<file path="config.mk">
export PLATFORM = sky130hd
export DESIGN_NAME = rsr_reset_cause
export DESIGN_NICKNAME = d
export VERILOG_FILES = /design/src/rtl/rsr_pkg.sv /design/src/rtl/rsr_clock_watch.sv /design/src/rtl/rsr_reset_cause.sv
export SDC_FILE = /design/constraint.sdc
export NUM_CORES = 1
export LEC_CHECK = 0
export BUFFER_PORTS_ARGS = -buffer_cell sky130_fd_sc_hd__buf_4
export CAP_MARGIN = 20
export CORE_MARGIN = 3
export CORE_UTILIZATION = 25
export CTS_CLUSTER_DIAMETER = 100
export DETAILED_ROUTE_END_ITERATION = 16
export PLACE_DENSITY = 0.4
export SLEW_MARGIN = 20
export SYNTH_ARGS = -nofsm -noshare
export SYNTH_HDL_FRONTEND = slang
export SYNTH_SLANG_ARGS = --single-unit
</file>
<file path="constraint.sdc">
create_clock -name clk_sys_in -period 1.5 [get_ports clk_sys_in]
set_input_delay 0.225 -clock clk_sys_in [delete_from_list [all_inputs] [get_ports clk_sys_in]]
set_output_delay 0.225 -clock clk_sys_in [all_outputs]
set_load 0.02 [all_outputs]
</file>
<file path="src/rtl/rsr_pkg.sv">
// package: constants and types for the reset cause register block
package rsr_pkg;

  // register location on the special function register port
  localparam logic [7:0] RSR_CAUSE_ADDR = 8'hef;
  localparam logic [3:0] RSR_CAUSE_PAGE = 4'h0;

  // bit positions inside the reset cause register
  localparam int RSR_BIT_CLOCK_ALARM = 7;
  localparam int RSR_BIT_MEMORY_ERROR = 6;
  localparam int RSR_BIT_COMPARATOR = 5;
  localparam int RSR_BIT_SOFTWARE = 4;
  localparam int RSR_BIT_WATCHDOG = 3;
  localparam int RSR_BIT_MISSING_CLOCK = 2;
  localparam int RSR_BIT_POWER_ON = 1;
  localparam int RSR_BIT_EXT_PIN = 0;

  // values after a power-on reset
  localparam logic [7:0] RSR_FLAGS_POR = 8'h02;
  localparam logic [3:0] RSR_ENABLES_POR = 4'h0;

  // length of the system reset pulse that this block drives
  localparam logic [7:0] RSR_HOLD_CYCLES = 8'h10;

  // missing clock timeout, longest time rounds down to whole cycles
  localparam int RSR_MCD_TIMEOUT_US = 100;
  localparam int RSR_CLK_PERIOD_NS = 4;
  localparam int RSR_MCD_TIMEOUT_CYCLES = (RSR_MCD_TIMEOUT_US * 1000) / RSR_CLK_PERIOD_NS;

  // synchroniser lanes: 0 alarm, 1 mem err, 2 cmp_n, 3 watchdog, 4 supply low,
  // 5 monitor on, 6 pin_n, 7 low power, 8 clock beat
  localparam int RSR_SYNC_LANES = 9;
  localparam logic [8:0] RSR_SYNC_INIT = 9'h044;

  // cause flags, one per reset source, laid out as the register bits
  typedef struct packed {
    logic clock_alarm;
    logic memory_error;
    logic comparator;
    logic software;
    logic watchdog;
    logic missing_clock;
    logic power_on;
    logic ext_pin;
  } rsr_flags_t;

  // reset source enables, kept across all but power-on
  typedef struct packed {
    logic clock_alarm;
    logic comparator;
    logic missing_clock;
    logic supply_monitor;
  } rsr_en_t;

  typedef enum logic [0:0] {
    RSR_IDLE = 1'b0,
    RSR_HOLD = 1'b1
  } rsr_state_t;

endpackage

</file>
<file path="src/rtl/rsr_clock_watch.sv">
// missing clock detector: times out when the core clock beat stops toggling
`timescale 1ns/100ps
`default_nettype none
module rsr_clock_watch #(
  parameter int TIMEOUT_CYCLES = rsr_pkg::RSR_MCD_TIMEOUT_CYCLES,
  parameter int CNT_W = $clog2(TIMEOUT_CYCLES + 1)
) (
  // clock and reset
  input wire logic clk_sys_in,
  input wire logic rst_n_in,
  // control
  input wire logic enable_in,
  input wire logic beat_in,
  // result
  output logic timeout_out
);

  localparam logic [CNT_W-1:0] LIMIT = CNT_W'(TIMEOUT_CYCLES - 1);

  logic beat_q;
  logic beat_d;
  logic [CNT_W-1:0] cnt_q;
  logic [CNT_W-1:0] cnt_d;
  logic timeout_q;
  logic timeout_d;
  logic beat_edge;

  assign beat_edge = beat_in ^ beat_q;

  // count cycles since the last level change of the beat
  always_comb
  begin
    beat_d = beat_in;
    cnt_d = cnt_q;
    timeout_d = 1'b0;
    if (!enable_in || beat_edge)
    begin
      cnt_d = '0;
    end
    else if (cnt_q == LIMIT)
    begin
      timeout_d = 1'b1;
      cnt_d = '0;
    end
    else
    begin
      cnt_d = cnt_q + CNT_W'(1);
    end
  end

  always_ff @(posedge clk_sys_in or negedge rst_n_in)
  begin
    if (!rst_n_in)
    begin
      beat_q <= 1'b0;
      cnt_q <= '0;
      timeout_q <= 1'b0;
    end
    else
    begin
      beat_q <= beat_d;
      cnt_q <= cnt_d;
      timeout_q <= timeout_d;
    end
  end

  assign timeout_out = timeout_q;
endmodule
`default_nettype wire

</file>
<file path="src/rtl/rsr_reset_cause.sv">
// reset cause register: records the last reset source and gates reset sources
//
// Contract
// - bit 7 enables clock alarm reset; reads 1 if clock caused reset.
// - bit 6 read-only, set when a memory access error caused reset.
// - bit 5 enables comparator reset; reads 1 if comparator caused reset.
// - writing 1 to bit 4 starts a system reset at once.
// - after a software forced reset bit 4 reads 1.
// - bit 3 read-only, set when watchdog overflow caused reset.
// - bit 2 enables missing clock detector; reads 1 if it caused reset.
// - bit 1 reads 1 after power-on or supply reset; write enables monitor.
// - bit 0 read-only, set when the external reset pin caused reset.
// - read-modify-write of enable bits causes no unintended side effects; the code forces a reset if bit 4 reads 1 and is written back.
// - eight-bit register at address 0xEF on page 0; reset value varies.
// - missing clock detector fires after clock stalls beyond 100 us.
// - missing clock and watchdog sources are off during low power.
// - supply monitor resets only when both its enables are set.
`timescale 1ns/100ps
`default_nettype none
module rsr_reset_cause #(
  parameter int MCD_TIMEOUT_CYCLES = rsr_pkg::RSR_MCD_TIMEOUT_CYCLES
) (
  // clock and power-on reset
  input wire logic clk_sys_in,
  input wire logic rst_n_in,
  // special function register port
  input wire logic [3:0] reg_page_in,
  input wire logic [7:0] reg_addr_in,
  input wire logic reg_wr_in,
  input wire logic reg_rd_in,
  input wire logic [7:0] reg_wdata_in,
  output logic [7:0] reg_rdata_out,
  // reset sources, all asynchronous to clk_sys_in
  input wire logic clock_alarm_event_in,
  input wire logic memory_error_in,
  input wire logic comparator_trip_n_in,
  input wire logic watchdog_overflow_in,
  input wire logic supply_low_in,
  input wire logic supply_monitor_enable_in,
  input wire logic ext_reset_n_in,
  input wire logic low_power_in,
  input wire logic core_clock_beat_in,
  // results
  output logic system_reset_out,
  output rsr_pkg::rsr_en_t reset_enables_out
);

  logic [rsr_pkg::RSR_SYNC_LANES-1:0] meta_q;
  logic [rsr_pkg::RSR_SYNC_LANES-1:0] sync_q;
  logic [rsr_pkg::RSR_SYNC_LANES-1:0] raw_in;
  logic alarm_s, mem_s, cmp_n_s, wd_s, sup_low_s, mon_on_s, pin_n_s, lp_s, beat_s;
  logic mcd_timeout;
  logic reg_hit, wr_hit, rd_hit;
  rsr_pkg::rsr_flags_t flags_q, flags_d, cause;
  rsr_pkg::rsr_en_t en_q, en_d;
  rsr_pkg::rsr_state_t st_q, st_d;
  logic [7:0] hold_q, hold_d;
  logic [7:0] rdata_q, rdata_d;

  // raw source levels gathered into lanes in the order of the init pattern
  assign raw_in = {core_clock_beat_in, low_power_in, ext_reset_n_in,
                   supply_monitor_enable_in, supply_low_in, watchdog_overflow_in,
                   comparator_trip_n_in, memory_error_in, clock_alarm_event_in};

  // two-stage synchronisers; pins idle high for the active-low ones
  for (genvar i = 0; i < rsr_pkg::RSR_SYNC_LANES; i++)
  begin : g_sync
    always_ff @(posedge clk_sys_in or negedge rst_n_in)
    begin
      if (!rst_n_in)
      begin
        meta_q[i] <= rsr_pkg::RSR_SYNC_INIT[i];
        sync_q[i] <= rsr_pkg::RSR_SYNC_INIT[i];
      end
      else
      begin
        meta_q[i] <= raw_in[i];
        sync_q[i] <= meta_q[i];
      end
    end
  end

  assign {beat_s, lp_s, pin_n_s, mon_on_s, sup_low_s, wd_s, cmp_n_s, mem_s, alarm_s} = sync_q;

  // detector is held cleared in low power and while the reset pulse stands
  rsr_clock_watch #(
    .TIMEOUT_CYCLES(MCD_TIMEOUT_CYCLES)
  ) u_clock_watch (
    .clk_sys_in(clk_sys_in),
    .rst_n_in(rst_n_in),
    .enable_in(en_q.missing_clock && !lp_s && st_q == rsr_pkg::RSR_IDLE),
    .beat_in(beat_s),
    .timeout_out(mcd_timeout)
  );

  // register decode; accesses are ignored while the system is held in reset
  assign reg_hit = (reg_addr_in == rsr_pkg::RSR_CAUSE_ADDR)
                   && (reg_page_in == rsr_pkg::RSR_CAUSE_PAGE);
  assign wr_hit = reg_hit && reg_wr_in && st_q == rsr_pkg::RSR_IDLE;
  assign rd_hit = reg_hit && reg_rd_in && st_q == rsr_pkg::RSR_IDLE;

  // one source wins per reset; the pin is strongest since it holds the whole chip
  always_comb
  begin
    cause = '0;
    if (!pin_n_s)
      cause.ext_pin = 1'b1;
    else if (sup_low_s && mon_on_s && en_q.supply_monitor)
      cause.power_on = 1'b1;
    // the timeout is one cycle old, so mask it again against low power entry
    else if (mcd_timeout && !lp_s)
      cause.missing_clock = 1'b1;
    else if (wd_s && !lp_s)
      cause.watchdog = 1'b1;
    else if (mem_s)
      cause.memory_error = 1'b1;
    else if (!cmp_n_s && en_q.comparator)
      cause.comparator = 1'b1;
    else if (alarm_s && en_q.clock_alarm)
      cause.clock_alarm = 1'b1;
    else if (wr_hit && reg_wdata_in[rsr_pkg::RSR_BIT_SOFTWARE])
      cause.software = 1'b1;
  end

  // register access and reset sequencing
  always_comb
  begin
    flags_d = flags_q;
    en_d = en_q;
    st_d = st_q;
    hold_d = hold_q;
    rdata_d = 8'h00;
    if (rd_hit)
      rdata_d = flags_q;
    // read-only bits drop writes, so rewriting a read value changes only enables, except that a read bit 4 written back forces a reset
    if (wr_hit)
    begin
      en_d.clock_alarm = reg_wdata_in[rsr_pkg::RSR_BIT_CLOCK_ALARM];
      en_d.comparator = reg_wdata_in[rsr_pkg::RSR_BIT_COMPARATOR];
      en_d.missing_clock = reg_wdata_in[rsr_pkg::RSR_BIT_MISSING_CLOCK];
      en_d.supply_monitor = reg_wdata_in[rsr_pkg::RSR_BIT_POWER_ON];
    end
    unique case (st_q)
      rsr_pkg::RSR_IDLE:
      begin
        if (|cause)
        begin
          flags_d = cause;
          st_d = rsr_pkg::RSR_HOLD;
          hold_d = rsr_pkg::RSR_HOLD_CYCLES;
        end
      end
      rsr_pkg::RSR_HOLD:
      begin
        hold_d = hold_q - 8'h01;
        if (hold_q == 8'h01)
          st_d = rsr_pkg::RSR_IDLE;
      end
    endcase
  end

  // power-on clears the enables; every other reset leaves them alone
  always_ff @(posedge clk_sys_in or negedge rst_n_in)
  begin
    if (!rst_n_in)
    begin
      flags_q <= rsr_pkg::RSR_FLAGS_POR;
      en_q <= rsr_pkg::RSR_ENABLES_POR;
      st_q <= rsr_pkg::RSR_IDLE;
      hold_q <= 8'h00;
      rdata_q <= 8'h00;
    end
    else
    begin
      flags_q <= flags_d;
      en_q <= en_d;
      st_q <= st_d;
      hold_q <= hold_d;
      rdata_q <= rdata_d;
    end
  end

  assign reg_rdata_out = rdata_q;
  assign system_reset_out = (st_q == rsr_pkg::RSR_HOLD);
  assign reset_enables_out = en_q;
endmodule
`default_nettype wire

</file>
==> results by stage <==
Yosys:
- Of all flip-flops after synthesis, the portion carrying an async set or reset was 100%.
- Synthesis instantiated 39 different standard cells from the library.
- Counting flops with a built-in enable in the synthesized netlist gives 0.
- Among all flip-flop cells after synthesis, the most frequent one is sky130_fd_sc_hd__dfrtp_1.
- Counting flops and latches in the post-synthesis netlist gives 64.
- The post-synthesis cell count is 214.
- The synthesized netlist occupies a cell area of 2590 sq um.
- The post-synthesis average cell area is roughly 12 sq um.
- The sequential fraction of the synthesis area is 62.1%.
- For this run, the number of Yosys warnings is 0.
- Synthesis produced a netlist with a net count of 250.

Timing:
- The relative max-transition margin is 78.8%.
- Setup repair after global routing could not meet its margin everywhere.
- The transition time at the pin with the least slew margin is about 0.32 ns.
- The post-route worst setup slack is -0.0175 ns.
- The final number of hold-violating endpoints was 0.
- The period utilization is 101%.
- The summed negative setup slack over all endpoints is -0.0569 ns.
- The clock arrives with roughly 0.012 ns of skew.
- The final number of max-transition violations is 0.
- The smallest clock period supported by the final layout is computed as ~1.5 ns.
- The count of final setup violators is 8.
- Based on the critical path, the design can be clocked at up to between 0.6 and 0.7 GHz.

Worst setup path:
- In this run the worst path has a maximum fanout of 4.
- The cell family contributing the most delay on the critical path is flip-flops.
- The buffering stage count on the worst path with inverters included is 1.
- Walking the worst path, the cells encountered are and3b_1 > nand4_1 > a41oi_2 > buf_6 > mux2_4.
- The critical path's largest stage delay is around 0.4 ns.
- The capturing point of the worst reg2reg path is flags_q[2].
- Among all stages on the critical path, the largest delay is contributed by sky130_fd_sc_hd__dfrtp_2.
- The worst register-to-register path begins at system_reset_out.
- STA classifies the critical path startpoint as a register.
- The reg-to-reg setup timing slack is -0.02 ns.
- The endpoint kind of the worst setup timing path is a register.
- The data arrival time of the critical path is 1.74 ns.
- The required time at the worst-slack endpoint is 1.72 ns.
- The worst setup path is of the reg2reg kind.
- The number of cells on the worst reg-to-reg path is 5.

Clock tree:
- The root buffer cell is sky130_fd_sc_hd__clkbuf_8.
- Clock-pin slew was measured on the worst setup and hold paths at 0.07 ns.
- Buffers inserted during clock tree synthesis total 9.
- Clock latency on the worst-skew pair, taken at its later pin, is 0.33 ns.
- TritonCTS built the clock tree.
- In this run the number of H-tree levels came out at 3.
- The maximum number of buffers from clock root to sink is 2.
- Counting every sink on the clock net gives 64.

Global route:
- The remaining global-route overflow is 0.
- Across every metal layer, demand over resource in global routing totals 10.7%.
- Entering global routing, the biggest net connects 27 pins.
- The initial antenna violation count is 0.
- The number of global-route vias before repair is 1928.
- The first-pass GRT wire length is 9510 um.

Drt:
- For this run, the detailed router's first-pass iteration total came to 4.
- The ratio of routed vias to standard cells is 4.29.
- For this block, the routed nets add up to 5780 um of wire.
- The final route contains between 1500 and 2000 vias.
- The remaining antenna violation count after routing is 0.
- The final routed wire length divided by cell count is 12.7 um.
- The initial detailed-routing violation count is 46.
- In the routed design, unresolved DRC markers number 0.
- The routed design uses approximately 360 um of met3 wire.
- The total length of routed met2 wires is 2670 um.
- In the final routing, the length of wire on met1 measures 2670 um.
- The highest metal layer with signal wires is met4.

Run:
- Across the run, the number of max-cap violations was 0.

Pwr:
- Dividing total power by cell area gives a power density of 1180 nW/um^2.
- The analysis attributes to cell leakage a power of 0.00173 uW.
- Total power for the finished layout comes to 4530 uW.
- The worst voltage drop across the vdd grid is slightly above 500 uV.

Status:
- The run finished, with violations left.
- The checks that failed: setup timing.

Floorplanning:
- The top-level port count is 46.
- The horizontal die dimension is 108 um.
- For this configuration, the core starts out at a cell density of 26.1%.
- The core region is 9910 sq um.
- The number of rows created at floorplan is 36.
- The die outline height is 108 um.
- The floorplan die area is 11600 sq um.

Finish:
- The final net count is 352.
- The antenna cell count is 0.
- The growth of design area from synthesis to finish is 48.3%.
- Once layout is complete, the cells apart from fillers number about 450.
- The fraction of final layout cells sized beyond drive strength 1 is 41.7%.

Min path:
- In this run the most critical hold path is launched from reg_wdata_in[7].
- The kind of path behind the tightest hold check is in2reg.
- Counting instances, the worst hold path has a depth of 2.
- The path with the worst hold slack has its endpoint at reset_enables_out[3].

Placement:
- Once placement completed, the tool counted placed cells totaling ~420.
- The final HPWL from detailed placement is 4130 um.
- The count of input and output buffers is 42.
- The placer congestion estimate is ~0.73.
## per-layer routing
layer / vias up / track usage, %
met2: 43 / 16.7
met4: 0 / 3.52
met3: 7 / 4.14
li1: 943 / -
met1: 956 / 13.6
met5: - / 0
## worst max path at each step
stage	from	to	slack (ns)	cells past startpoint
floorplan	system_reset_out	flags_q[3]	-0.19	6
global placement	reg_page_in[1]	flags_q[2]	-0.15	6
detailed placement	reg_page_in[1]	flags_q[2]	-0.15	6
CTS	system_reset_out	flags_q[2]	-0.05	5
global route	system_reset_out	flags_q[3]	-0.14	5
finish	system_reset_out	flags_q[2]	-0.02	5
## layout by cell type (no fill, tap or decap), drive strengths merged, types with 2 or more instances in the layout
| cell type | Yosys | routed |
|---|---|---|
| o21ai | 8 | 8 |
| dfrtp | 59 | 59 |
| nand3 | 12 | 12 |
| xnor2 | 7 | 7 |
| nand2b | 4 | 4 |
| nor4bb | 2 | 2 |
| nand4 | 6 | 6 |
| nor4b | 3 | 3 |
| clkbuf | 1 | 11 |
| dfstp | 5 | 5 |
| a21oi | 4 | 4 |
| and3 | 3 | 3 |
| ha | 3 | 3 |
| mux2i | 3 | 3 |
| nand2 | 13 | 13 |
| and4 | 3 | 3 |
| and2 | 9 | 9 |
| xor2 | 7 | 7 |
| bufinv | 0 | 3 |
| o22ai | 4 | 4 |
| nor3b | 5 | 5 |
| nor3 | 2 | 2 |
| mux2 | 7 | 7 |
| nor2 | 17 | 17 |
| dlygate4sd3 | 0 | 10 |
| buf | 3 | 85 |
| inv | 10 | 10 |
| or3 | 5 | 5 |
## sequential cells by signal, indices dropped and copies added, names as in the netlist, 4 cells and up
signal               flops
u_clock_watch.cnt_q     15
meta_q                   9
flags_q                  8
hold_q                   8
reg_rdata_out            8
reset_enables_out        4
## power breakdown
| group | internal [uW] | total, uW | switching [uW] |
|---|---|---|---|
| logic | 358 | 630 | 272 |
| clock network | 1190 | 1850 | 661 |
| registers | 1900 | 2050 | 153 |
| total | 3450 | 4530 | 1090 |
## cell families (layout without fill, tap and decap cells)
family          Yosys count  count (layout)  synth area share, %
compound gates           21              21                 5.13
xor+xnor                 14              14                 4.74
fa+ha+maj                 3               3                 1.45
buf+inv                  14             121                 2.37
flops                    64              64                 62.1
mux                      10              10                 4.21
simple gates             88              88                 20.0
## layout make-up
cell class	instances	area, sq um
timing repair buffer	95	769
tap	133	166
sequential	64	1610
inverter	10	37.5
clock inverter	5	103
clock buffer	11	151
multi-input combinational	136	1000
fill	1001	6070
## Yosys cell counts (2+ instances only)
| cell | count | area (sq um) |
|---|---|---|
| sky130_fd_sc_hd__and4_1 | 3 | 26.3 |
| sky130_fd_sc_hd__mux2_2 | 5 | 56.3 |
| sky130_fd_sc_hd__o22ai_1 | 4 | 25.0 |
| sky130_fd_sc_hd__buf_4 | 2 | 15.0 |
| sky130_fd_sc_hd__o21ai_0 | 8 | 40.0 |
| sky130_fd_sc_hd__dfstp_2 | 5 | 131 |
| sky130_fd_sc_hd__or3_1 | 5 | 31.3 |
| sky130_fd_sc_hd__mux2i_1 | 3 | 30.0 |
| sky130_fd_sc_hd__nor3_1 | 2 | 10.0 |
| sky130_fd_sc_hd__inv_1 | 10 | 37.5 |
| sky130_fd_sc_hd__ha_1 | 3 | 37.5 |
| sky130_fd_sc_hd__nor3b_2 | 3 | 37.5 |
| sky130_fd_sc_hd__nor4bb_1 | 2 | 20.0 |
| sky130_fd_sc_hd__nand4_1 | 6 | 37.5 |
| sky130_fd_sc_hd__a21oi_1 | 4 | 20.0 |
| sky130_fd_sc_hd__nor2_1 | 17 | 63.8 |
| sky130_fd_sc_hd__xor2_1 | 7 | 61.3 |
| sky130_fd_sc_hd__and2_1 | 9 | 56.3 |
| sky130_fd_sc_hd__mux2_1 | 2 | 22.5 |
| sky130_fd_sc_hd__and3_1 | 3 | 18.8 |
| sky130_fd_sc_hd__nand2b_1 | 4 | 25.0 |
| sky130_fd_sc_hd__dfrtp_1 | 59 | 1480 |
| sky130_fd_sc_hd__xnor2_1 | 7 | 61.3 |
| sky130_fd_sc_hd__nor3b_1 | 2 | 15.0 |
| sky130_fd_sc_hd__nand3_1 | 12 | 60.1 |
| sky130_fd_sc_hd__nand2_1 | 13 | 48.8 |
| sky130_fd_sc_hd__nor4b_1 | 2 | 17.5 |
## worst reg2reg max path, cell delays in order (launching register included)
cell and delay [ns]:
sky130_fd_sc_hd__dfrtp_2 0.41, sky130_fd_sc_hd__and3b_1 0.21, sky130_fd_sc_hd__nand4_1 0.13, sky130_fd_sc_hd__a41oi_2 0.21, sky130_fd_sc_hd__buf_6 0.15, sky130_fd_sc_hd__mux2_4 0.29
## metrics by stage
step,hold WS [ns],utilization [%],area [sq um],worst slack (ns)
floorplan,-0.0706,-,2600,-0.193
global placement,0.150,33.7,3340,-0.149
detailed placement,0.151,33.7,3340,-0.152
CTS,0.108,37.7,3730,-0.0498
global route,0.107,38.7,3840,-0.144
finish,0.131,38.7,3840,-0.0175
## what timing repair did
item                                    in CTS  in global routing
setup buffers                                3                  4
pin swaps                                    1                  9
endpoints found under the setup margin      18                 29
hold endpoints to repair                    29                  0
cloned                                       0                  0
resized for setup                            8                 17
hold buffers                                10                  0
Power figures use the tool's default switching activity.
